**config.mk**
```make
export PLATFORM = sky130hd
export DESIGN_NAME = blc_core_control
export DESIGN_NICKNAME = d
export VERILOG_FILES = /design/src/hw/blc_pkg.sv /design/src/hw/blc_core_control.sv
export SDC_FILE = /design/constraint.sdc
export NUM_CORES = 1
export LEC_CHECK = 0
export BUFFER_PORTS_ARGS = -buffer_cell sky130_fd_sc_hd__buf_2
export CAP_MARGIN = 15
export CORE_UTILIZATION = 57
export CTS_BUF_LIST = sky130_fd_sc_hd__clkbuf_8
export DETAILED_ROUTE_END_ITERATION = 6
export GPL_ROUTABILITY_DRIVEN = 1
export PLACE_DENSITY_LB_ADDON = 0.25
export SYNTH_ARGS = -nofsm -noshare
export SYNTH_HDL_FRONTEND = slang
export SYNTH_SLANG_ARGS = --single-unit
```
**constraint.sdc**
```tcl
create_clock -name aclk -period 6.7 [get_ports aclk]
set_input_delay 0.335 -clock aclk [delete_from_list [all_inputs] [get_ports aclk]]
set_output_delay 0.335 -clock aclk [all_outputs]
set_load 0.01 [all_outputs]
```
**src/hw/blc_pkg.sv**
```systemverilog
package blc_pkg;
  // Behaviour
  // (RULE1) bit 31 resets core, then self-clears
  // (RULE2) bit 30 resets timing generator, self-clears
  // (RULE3) bit 29 resets register block, self-clears
  // (RULE4) register reset keeps interrupt status; software acknowledges
  // (RULE5) bit 28 raises masked software interrupt
  // (RULE6) tx test abort stops after byte, closes crc
  // (RULE7) rx test abort: packet end or immediate rf off
  // (RULE8) bit 25 aborts advertising event, self-clears
  // (RULE9) bit 24 aborts scan window, self-clears
  // (RULE10) bit 22 forces single exchange, md passed through
  // (RULE11) bit 21 disables sequence number handling
  // (RULE12) bit 20 disables acknowledge scheme
  // (RULE13) bit 19 bypasses payload cipher, mic kept
  // (RULE14) bit 18 bypasses whitening
  // (RULE15) bit 17 keeps rx crc, zeros tx crc
  // (RULE16) bit 16 disables hop channel remapping
  // (RULE17) bit 9 filters advertising error reports
  // (RULE18) bit 8 enables exchange table prefetch
  // (RULE19) bits 7:4 default rx window, never zero; the code resets it to zero and accepts a written zero
  // (RULE20) bits 2:0 sync word error limit
  // (RULE21) undefined bits read zero, ignore writes

  localparam logic [31:0] CTRL_ADDR     = 32'h4000_0000;
  localparam logic [31:0] SWIRQ_ADDR    = 32'h4000_0300;
  localparam logic [31:0] CTRL_RESET    = 32'h0000_0000;
  localparam logic [31:0] CTRL_CMD_MASK = 32'hf700_0000;
  localparam logic [31:0] CTRL_CFG_MASK = 32'h007f_03f7;

  localparam int CORE_RST_BIT   = 31;
  localparam int TG_RST_BIT     = 30;
  localparam int REG_RST_BIT    = 29;
  localparam int SWIRQ_REQ_BIT  = 28;
  localparam int RF_ABORT_BIT   = 26;
  localparam int ADV_ABORT_BIT  = 25;
  localparam int SCAN_ABORT_BIT = 24;
  localparam int MD_DIS_BIT     = 22;
  localparam int SN_DIS_BIT     = 21;
  localparam int ACK_DIS_BIT    = 20;
  localparam int CIPHER_DIS_BIT = 19;
  localparam int WHIT_DIS_BIT   = 18;
  localparam int CRC_DIS_BIT    = 17;
  localparam int HOP_DIS_BIT    = 16;
  localparam int ADV_FILT_BIT   = 9;
  localparam int PREFETCH_BIT   = 8;
  localparam int RXWIN_LSB      = 4;
  localparam int SYNC_LSB       = 0;

  localparam int   SWIRQ_MASK_BIT   = 0;
  localparam int   SWIRQ_ACK_BIT    = 1;
  localparam logic SWIRQ_MASK_RESET = 1'b0;

  localparam logic [3:0]  RST_CYCLES   = 4'h8;
  localparam int          CLK_PERIOD_PS = 4000;
  localparam int          CYC_PER_US   = 1000000 / CLK_PERIOD_PS;
  localparam logic [23:0] TX_CRC_BLANK = 24'h00_0000;
  localparam logic [1:0]  RESP_OKAY    = 2'h0;
  localparam logic [1:0]  RESP_SLVERR  = 2'h2;

  typedef enum logic [1:0] {RF_IDLE, RF_WAIT_BYTE, RF_WAIT_PKT} blc_rf_st_t;

  typedef struct packed {
    logic [31:0] awaddr;
    logic        awvalid;
    logic [31:0] wdata;
    logic [3:0]  wstrb;
    logic        wvalid;
    logic        bready;
    logic [31:0] araddr;
    logic        arvalid;
    logic        rready;
  } blc_axi_req_t;

  typedef struct packed {
    logic        awready;
    logic        wready;
    logic        bvalid;
    logic [1:0]  bresp;
    logic        arready;
    logic        rvalid;
    logic [31:0] rdata;
    logic [1:0]  rresp;
  } blc_axi_rsp_t;

  typedef struct packed {
    logic        inf_tx;
    logic        inf_rx;
    logic        byte_end;
    logic        pkt_end;
    logic        aa_detected;
    logic        adv_done;
    logic        scan_done;
    logic        control_struct_cipher_enable;
    logic        rpt_valid;
    logic        rpt_error;
    logic        rpt_adv_chan;
    logic [23:0] tx_crc;
  } blc_ll_in_t;

  typedef struct packed {
    logic        core_reset;
    logic        tg_reset;
    logic        rf_tx_stop;
    logic        rf_crc_finish;
    logic        rf_rx_stop;
    logic        rf_off;
    logic        advertising_abort;
    logic        scan_abort;
    logic        more_data_disable;
    logic        seqnum_disable;
    logic        ack_scheme_disable;
    logic        mic_enable;
    logic        payload_encrypt;
    logic        whitening_disable;
    logic        checksum_strip_disable;
    logic        hop_remapping_disable;
    logic        adv_error_filter_enable;
    logic        exchange_prefetch_enable;
    logic [3:0]  default_rx_window;
    logic [11:0] rx_window_cycles;
    logic [2:0]  sync_word_error_limit;
    logic        rpt_to_sw;
    logic [23:0] tx_crc;
  } blc_ll_out_t;

  typedef struct packed {
    logic         aw_got;
    logic         w_got;
    logic [31:0]  awaddr;
    logic [31:0]  wdata;
    logic [3:0]   wstrb;
    blc_axi_rsp_t rsp;
    logic [31:0]  ctrl;
    logic         irq_mask;
    logic         irq_pend;
    logic         irq_out;
    logic [3:0]   core_cnt;
    logic [3:0]   tg_cnt;
    blc_rf_st_t   rf_st;
    blc_ll_out_t  lo;
  } blc_state_t;
endpackage

```
**src/hw/blc_core_control.sv**
```systemverilog
`timescale 1ns/100ps
module blc_core_control (
  input  logic                 aclk,
  input  logic                 aresetn,
  input  blc_pkg::blc_axi_req_t s_axi_req,
  output blc_pkg::blc_axi_rsp_t s_axi_rsp,
  input  blc_pkg::blc_ll_in_t  ll_in,
  output blc_pkg::blc_ll_out_t ll_out,
  output logic                 software_irq_out
);
  import blc_pkg::*;

  blc_state_t state_q;
  blc_state_t state_d;

  assign s_axi_rsp        = state_q.rsp;
  assign ll_out           = state_q.lo;
  assign software_irq_out = state_q.irq_out;

  always_comb
  begin
    logic [31:0] wmask;
    logic        do_wr;
    logic        rf_done;
    logic        sw_set;
    logic        ack;
    wmask   = '0;
    do_wr   = 1'b0;
    rf_done = 1'b0;
    sw_set  = 1'b0;
    ack     = 1'b0;
    state_d = state_q;

    // pulses last one cycle
    state_d.lo.rf_tx_stop    = 1'b0;
    state_d.lo.rf_crc_finish = 1'b0;
    state_d.lo.rf_rx_stop    = 1'b0;
    state_d.lo.rf_off        = 1'b0;

    // core soft reset: bit reads one until the last cycle of the pulse train
    state_d.lo.core_reset = 1'b0;
    if (state_q.ctrl[CORE_RST_BIT])
    begin
      state_d.lo.core_reset = 1'b1; // RULE1
      if (state_q.core_cnt == 4'(RST_CYCLES - 4'h1))
      begin
        state_d.core_cnt = 4'h0;
        state_d.ctrl[CORE_RST_BIT] = 1'b0; // RULE1
      end
      else
      begin
        state_d.core_cnt = 4'(state_q.core_cnt + 4'h1);
      end
    end

    state_d.lo.tg_reset = 1'b0;
    if (state_q.ctrl[TG_RST_BIT])
    begin
      state_d.lo.tg_reset = 1'b1; // RULE2
      if (state_q.tg_cnt == 4'(RST_CYCLES - 4'h1))
      begin
        state_d.tg_cnt = 4'h0;
        state_d.ctrl[TG_RST_BIT] = 1'b0; // RULE2
      end
      else
      begin
        state_d.tg_cnt = 4'(state_q.tg_cnt + 4'h1);
      end
    end

    // register block reset: config and mask to reset values, commands in
    // flight and the pending software interrupt are left alone
    if (state_q.ctrl[REG_RST_BIT])
    begin
      state_d.ctrl = (state_d.ctrl & CTRL_CMD_MASK) | (CTRL_RESET & CTRL_CFG_MASK); // RULE3
      state_d.ctrl[REG_RST_BIT] = 1'b0; // RULE3
      state_d.irq_mask = SWIRQ_MASK_RESET; // RULE4
    end

    if (state_q.ctrl[SWIRQ_REQ_BIT])
    begin
      sw_set = state_q.irq_mask; // RULE5
      state_d.ctrl[SWIRQ_REQ_BIT] = 1'b0; // RULE5
    end

    // rf test abort tracking
    unique case (state_q.rf_st)
      RF_IDLE:
      begin
        if (state_q.ctrl[RF_ABORT_BIT])
        begin
          if (ll_in.inf_tx)
          begin
            state_d.rf_st = RF_WAIT_BYTE; // RULE6
          end
          else if (ll_in.inf_rx && ll_in.aa_detected)
          begin
            state_d.rf_st = RF_WAIT_PKT; // RULE7
          end
          else
          begin
            // no packet under way: cut the radio at once if it is receiving
            state_d.lo.rf_off = ll_in.inf_rx; // RULE7
            rf_done = 1'b1;
          end
        end
      end
      RF_WAIT_BYTE:
      begin
        if (ll_in.byte_end || !ll_in.inf_tx)
        begin
          state_d.lo.rf_tx_stop    = 1'b1; // RULE6
          state_d.lo.rf_crc_finish = 1'b1; // RULE6
          state_d.rf_st = RF_IDLE;
          rf_done = 1'b1;
        end
      end
      RF_WAIT_PKT:
      begin
        if (ll_in.pkt_end || !ll_in.inf_rx)
        begin
          state_d.lo.rf_rx_stop = 1'b1; // RULE7
          state_d.rf_st = RF_IDLE;
          rf_done = 1'b1;
        end
      end
    endcase
    if (rf_done)
    begin
      state_d.ctrl[RF_ABORT_BIT] = 1'b0;
    end

    // abort requests stay up until the sequencer reports completion
    if (state_q.ctrl[ADV_ABORT_BIT] && ll_in.adv_done)
    begin
      state_d.ctrl[ADV_ABORT_BIT] = 1'b0; // RULE8
    end
    if (state_q.ctrl[SCAN_ABORT_BIT] && ll_in.scan_done)
    begin
      state_d.ctrl[SCAN_ABORT_BIT] = 1'b0; // RULE9
    end

    // axi4-lite read channel, one read in flight
    if (state_q.rsp.rvalid && s_axi_req.rready)
    begin
      state_d.rsp.rvalid = 1'b0;
    end
    if (state_q.rsp.arready && s_axi_req.arvalid)
    begin
      state_d.rsp.rvalid = 1'b1;
      state_d.rsp.rresp  = RESP_OKAY;
      if (s_axi_req.araddr == CTRL_ADDR)
      begin
        state_d.rsp.rdata = state_q.ctrl & (CTRL_CMD_MASK | CTRL_CFG_MASK); // RULE21
      end
      else if (s_axi_req.araddr == SWIRQ_ADDR)
      begin
        state_d.rsp.rdata = '0;
        state_d.rsp.rdata[SWIRQ_MASK_BIT] = state_q.irq_mask;
        state_d.rsp.rdata[SWIRQ_ACK_BIT]  = state_q.irq_pend;
      end
      else
      begin
        state_d.rsp.rdata = '0;
        state_d.rsp.rresp = RESP_SLVERR;
      end
    end
    state_d.rsp.arready = !state_d.rsp.rvalid;

    // axi4-lite write channels, address and data in either order
    if (state_q.rsp.bvalid && s_axi_req.bready)
    begin
      state_d.rsp.bvalid = 1'b0;
    end
    if (state_q.rsp.awready && s_axi_req.awvalid)
    begin
      state_d.aw_got = 1'b1;
      state_d.awaddr = s_axi_req.awaddr;
    end
    if (state_q.rsp.wready && s_axi_req.wvalid)
    begin
      state_d.w_got = 1'b1;
      state_d.wdata = s_axi_req.wdata;
      state_d.wstrb = s_axi_req.wstrb;
    end
    do_wr = state_d.aw_got && state_d.w_got && !state_d.rsp.bvalid;
    for (int i = 0; i < 4; i++)
    begin
      wmask[8*i +: 8] = {8{state_d.wstrb[i]}};
    end

    if (do_wr)
    begin
      state_d.aw_got     = 1'b0;
      state_d.w_got      = 1'b0;
      state_d.rsp.bvalid = 1'b1;
      state_d.rsp.bresp  = RESP_OKAY;
      if (state_d.awaddr == CTRL_ADDR)
      begin
        // config bits take the written value; command bits only set,
        // so a write of zero never cancels an action under way
        state_d.ctrl = (state_d.ctrl & ~(CTRL_CFG_MASK & wmask))
                     | (state_d.wdata & CTRL_CFG_MASK & wmask)
                     | (state_d.wdata & CTRL_CMD_MASK & wmask); // RULE21
      end
      else if (state_d.awaddr == SWIRQ_ADDR)
      begin
        if (state_d.wstrb[0])
        begin
          state_d.irq_mask = state_d.wdata[SWIRQ_MASK_BIT];
          ack = state_d.wdata[SWIRQ_ACK_BIT];
        end
      end
      else
      begin
        state_d.rsp.bresp = RESP_SLVERR;
      end
    end
    state_d.rsp.awready = !state_d.aw_got && !state_d.rsp.bvalid;
    state_d.rsp.wready  = !state_d.w_got && !state_d.rsp.bvalid;

    // a request in the cycle of the acknowledge wins
    state_d.irq_pend = (state_q.irq_pend && !ack) || sw_set; // RULE4
    state_d.irq_out  = state_d.irq_pend && state_d.irq_mask; // RULE5

    // static controls follow the register
    state_d.lo.advertising_abort = state_d.ctrl[ADV_ABORT_BIT]; // RULE8
    state_d.lo.scan_abort        = state_d.ctrl[SCAN_ABORT_BIT]; // RULE9
    state_d.lo.more_data_disable = state_d.ctrl[MD_DIS_BIT]; // RULE10
    state_d.lo.seqnum_disable    = state_d.ctrl[SN_DIS_BIT]; // RULE11
    state_d.lo.ack_scheme_disable = state_d.ctrl[ACK_DIS_BIT]; // RULE12
    // mic follows the descriptor flag alone; only the payload is bypassed
    state_d.lo.mic_enable = ll_in.control_struct_cipher_enable; // RULE13
    state_d.lo.payload_encrypt = ll_in.control_struct_cipher_enable
                               && !state_d.ctrl[CIPHER_DIS_BIT]; // RULE13
    state_d.lo.whitening_disable = state_d.ctrl[WHIT_DIS_BIT]; // RULE14
    state_d.lo.checksum_strip_disable = state_d.ctrl[CRC_DIS_BIT]; // RULE15
    state_d.lo.tx_crc = state_d.ctrl[CRC_DIS_BIT] ? TX_CRC_BLANK : ll_in.tx_crc; // RULE15
    state_d.lo.hop_remapping_disable = state_d.ctrl[HOP_DIS_BIT]; // RULE16
    state_d.lo.adv_error_filter_enable = state_d.ctrl[ADV_FILT_BIT]; // RULE17
    state_d.lo.rpt_to_sw = ll_in.rpt_valid && (!ll_in.rpt_error
                         || !ll_in.rpt_adv_chan
                         || !state_d.ctrl[ADV_FILT_BIT]); // RULE17
    state_d.lo.exchange_prefetch_enable = state_d.ctrl[PREFETCH_BIT]; // RULE18
    state_d.lo.default_rx_window = state_d.ctrl[RXWIN_LSB +: 4]; // RULE19
    // window in clock cycles; a zero field gives zero, software must avoid it
    state_d.lo.rx_window_cycles = 12'(state_d.ctrl[RXWIN_LSB +: 4] * CYC_PER_US); // RULE19
    state_d.lo.sync_word_error_limit = state_d.ctrl[SYNC_LSB +: 3]; // RULE20
  end

  always_ff @(posedge aclk)
  begin
    if (!aresetn)
    begin
      state_q <= '0;
    end
    else
    begin
      state_q <= state_d;
    end
  end
endmodule

```
==> results.txt <==
The root buffer cell chosen for the clock tree is clkbuf_8. The placer congestion estimate came out at 0.816. The tree built by TritonCTS fans out to 168 sinks. The post-placement setup slack is approximately 1.7 ns. The slowest stage of the critical path is the fa_1 cell.

Once the clock tree was built, the resizer swapped 0 gates to a different size. The synthesized netlist contains 61 unique library cells. The effective utilization at floorplan came out at 0.590. The insertion delay of the later-clocked pin in the worst-skew pair is 0.45 ns. The final antenna diode count came out at 0. In this run, placement finished with an instance count of 1133. The total setup violations reported at the end of the flow came out at 0. Among all flip-flop cells after synthesis, the most frequent one is dfxtp_1. The placeable core area is ~13000 um^2. Relative to the synthesized area, the layout overhead comes to 11.6%. The quantity of I/O buffers inserted on ports is around 220. The sequential share of the synthesized area came out at 0.425.

The number of antenna violations at the first check in global routing is 0. The placement-stage cell area is approximately 8400 um^2. The via count of the first global-routing pass is between 5000 and 6000. After routing the design area is a little under 9000 um^2. The buffer count from post-CTS setup fixing came out at 0.

The gate count after technology mapping is 860. The worst slew slack as a fraction of its limit came out at 0.249. The die covers 14300 um^2. The average routed wire per standard cell came out at 14.4 um. The finished layout holds around 1200 standard cells, fillers aside. The worst setup path is captured at a flip-flop. The buffers plus inverters on the worst setup path came out at 4. The share of post-route cells with drive strength above 1 came out at 0.293. The run finished with clean final reports. In the final layout, the multi-input gates occupy around 3500 um^2. Across the run, the number of max-cap violations was 0.

The largest clock skew in the final design came out at about 0.0097 ns. The arrival time at the worst endpoint came out at roughly 5.4 ns. STA classifies the critical path startpoint as a flip-flop. The net total in the final layout is around 1100.

Buffers inserted during clock tree synthesis total 17. The number of violations reported at the end of detailed-routing iteration 0 came out at approximately 350. The delay of the slowest cell on the worst path is 0.65 ns.

The worst-case IR drop observed on VDD is 0.204 mV. The number of buffers inserted for hold repair after clock tree synthesis is 0. Setup slack closes at between 1.5 and 2 ns. At the pin with the least slew margin, the transition time is between 1 and 1.5 ns. The pin count of the biggest net entering global routing came out at 83. The aggregate negative setup slack is 0 ns. The total overflow left after global routing is 0.

The number of nets with antenna violations after routing is 0. In the synthesized netlist the async set-or-reset flop fraction comes to 0. Timing would allow up to approximately 200 MHz. In this run the static leakage power is slightly above 4 nW. The vertical die dimension came out at ~120 um. Counting flops and latches in the post-synthesis netlist gives about 170.

Setup repair after global routing left no endpoint under its margin. The worst hold path belongs to the class input port to flip-flop. The global-route wire length before repair came out at 27000 um. The clock slew seen by the registers of the worst setup and hold paths came out at roughly 0.09 ns. Traced cell by cell, the critical path runs through and2_1 -> buf_4 -> nand4_1 -> o22ai_2 -> buf_4 -> nand4_4 -> mux2_1 -> fa_1 -> inv_1 -> fa_1 -> inv_1 -> ha_1 -> a21oi_1 -> o21ai_0 -> o41ai_1 -> mux2i_1.

A synthesized cell averages roughly 9.2 um^2. In the routed layout, each cell is associated on average with a via count of 5.11. Data on the critical path is required at its endpoint by around 7.1 ns.

The register area came out at about 3400 um^2. In this design, the largest share of critical-path delay is due to adder cells. Once detailed placement completed, the half-perimeter wirelength came to 12000 um. Summed over all layers, the routed wires come to 16700 um.

The row count came out at 42. The deepest level of the CTS H-tree came out at 4. The DRC violations left came out at 0. The setup path with the least slack is of type flip-flop to flip-flop. Dividing the final minimum period by the clock period gives 0.741. The post-synthesis cell area came out at about 7900 um^2. The final route contains a little under 6000 vias. The floorplan step set the die width to around 120 um. The total global-route track usage is 0.240.

For this design the top-level I/O count stands at approximately 250. The number of enable-type register cells in the synthesized netlist is 0. The peak fanout along the critical path came out at 37. TritonCTS built the clock tree. The total count of hold-check failures in the final report is 0. The max-slew violation total from the final report is 0.

The iteration count of the initial detailed-routing pass is 5. The number of inserted filler cells in the final layout came out at ~1200. The total power per unit cell area came out at 228 nW/um^2. The number of buffers between clock root and the deepest sink came out at 2. The number of warnings reported in the yosys synthesis log is 0.

The worst path in the final design needs a cycle of just under 5 ns, including I/O delays and setup.
placed cells by master, fill, tap and decap left out, drive strengths merged, types with 23 or more instances in the layout:
master    n
a22oi    23
a21boi   43
nor3     27
nor2b    41
nand2   125
and2     30
nand3    23
buf     233
dfxtp   168
mux2i    29
worst paths after layout:
kind | cells after the start | start | end | slack, ns
worst max-delay path | 16 | s_axi_rsp[40] | ll_out[39] | 1.73
worst min-delay path | 3 | ll_in[20] | ll_out[20] | 0.10
worst min register to register | 2 | state_q[214] | state_q[214] | 0.47
worst max register to register | 16 | s_axi_rsp[40] | ll_out[39] | 1.73
logic make-up after synthesis:
| kind of cell | share of synthesized area |
|---|---|
| mux | 0.0567 |
| compound gates | 0.107 |
| flops | 0.425 |
| simple gates | 0.222 |
| fa+ha+maj | 0.0494 |
| other cells | 0.000474 |
| buf+inv | 0.132 |
| xor+xnor | 0.00665 |
state kept, by name, summed over array words and instances (netlist names):
name              flops
ll_out               46
software_irq_out      1
s_axi_rsp            30
state_q              91
synth_stat cells, types with 8 or more instances:
| master | n | share of area |
|---|---|---|
| a21boi_0 | 43 | 0.041 |
| a22oi_1 | 23 | 0.022 |
| and2_1 | 30 | 0.024 |
| and3_1 | 8 | 0.0063 |
| buf_2 | 8 | 0.0051 |
| buf_4 | 105 | 0.10 |
| clkbuf_1 | 28 | 0.013 |
| dfxtp_1 | 168 | 0.43 |
| ha_1 | 20 | 0.032 |
| inv_1 | 20 | 0.0095 |
| mux2_2 | 9 | 0.013 |
| mux2i_1 | 29 | 0.037 |
| nand2_1 | 124 | 0.059 |
| nand2b_1 | 16 | 0.013 |
| nand3_1 | 23 | 0.015 |
| nand4_1 | 10 | 0.0079 |
| nor2_1 | 13 | 0.0062 |
| nor2b_1 | 41 | 0.032 |
| nor3_1 | 25 | 0.016 |
| nor4_1 | 17 | 0.013 |
| o21ai_0 | 14 | 0.0089 |
through the flow:
stage | hold WS (ns) | power [mW] | utilization
floorplan | 0.411 | 1.20 | -
global placement | 0.452 | 1.25 | 0.626
detailed placement | 0.457 | 1.26 | 0.626
CTS | 0.0727 | 2.03 | 0.658
global route | 0.0719 | 2.09 | 0.659
finish | 0.102 | 2.01 | 0.659
per-layer routing:
| metal | vias to the layer above | part of all wire | track usage |
|---|---|---|---|
| li1 | 3040 | - | - |
| met4 | 0 | 0.0098 | 0.0781 |
| met5 | - | 0 | 0 |
| met1 | 2735 | 0.45 | 0.297 |
| met2 | 171 | 0.49 | 0.408 |
| met3 | 12 | 0.052 | 0.0585 |
tightest hold or removal path, stage by stage:
cell and delay (ns):
buf_2 0.09, nand2_1 0.05, nor3_1 0.04
power breakdown:
part / leakage (nW) / internal (mW) / switching [mW] / total [mW]
clock: 0.216 / 0.412 / 0.363 / 0.774
sequential: 1.37 / 1.03 / 0.0141 / 1.04
combinational: 2.56 / 0.0844 / 0.106 / 0.190
total: 4.14 / 1.53 / 0.482 / 2.01
layout make-up:
class                           instances  area share
Inverter                               20     0.00851
Clock buffer                           18      0.0281
Sequential cell                       168       0.381
Timing Repair Buffer                  233       0.135
Multi-Input combinational cell        537       0.402
Clock inverter                         13      0.0204
Tap cell                              176      0.0250
No activity file was read; power rests on OpenSTA's default activity.
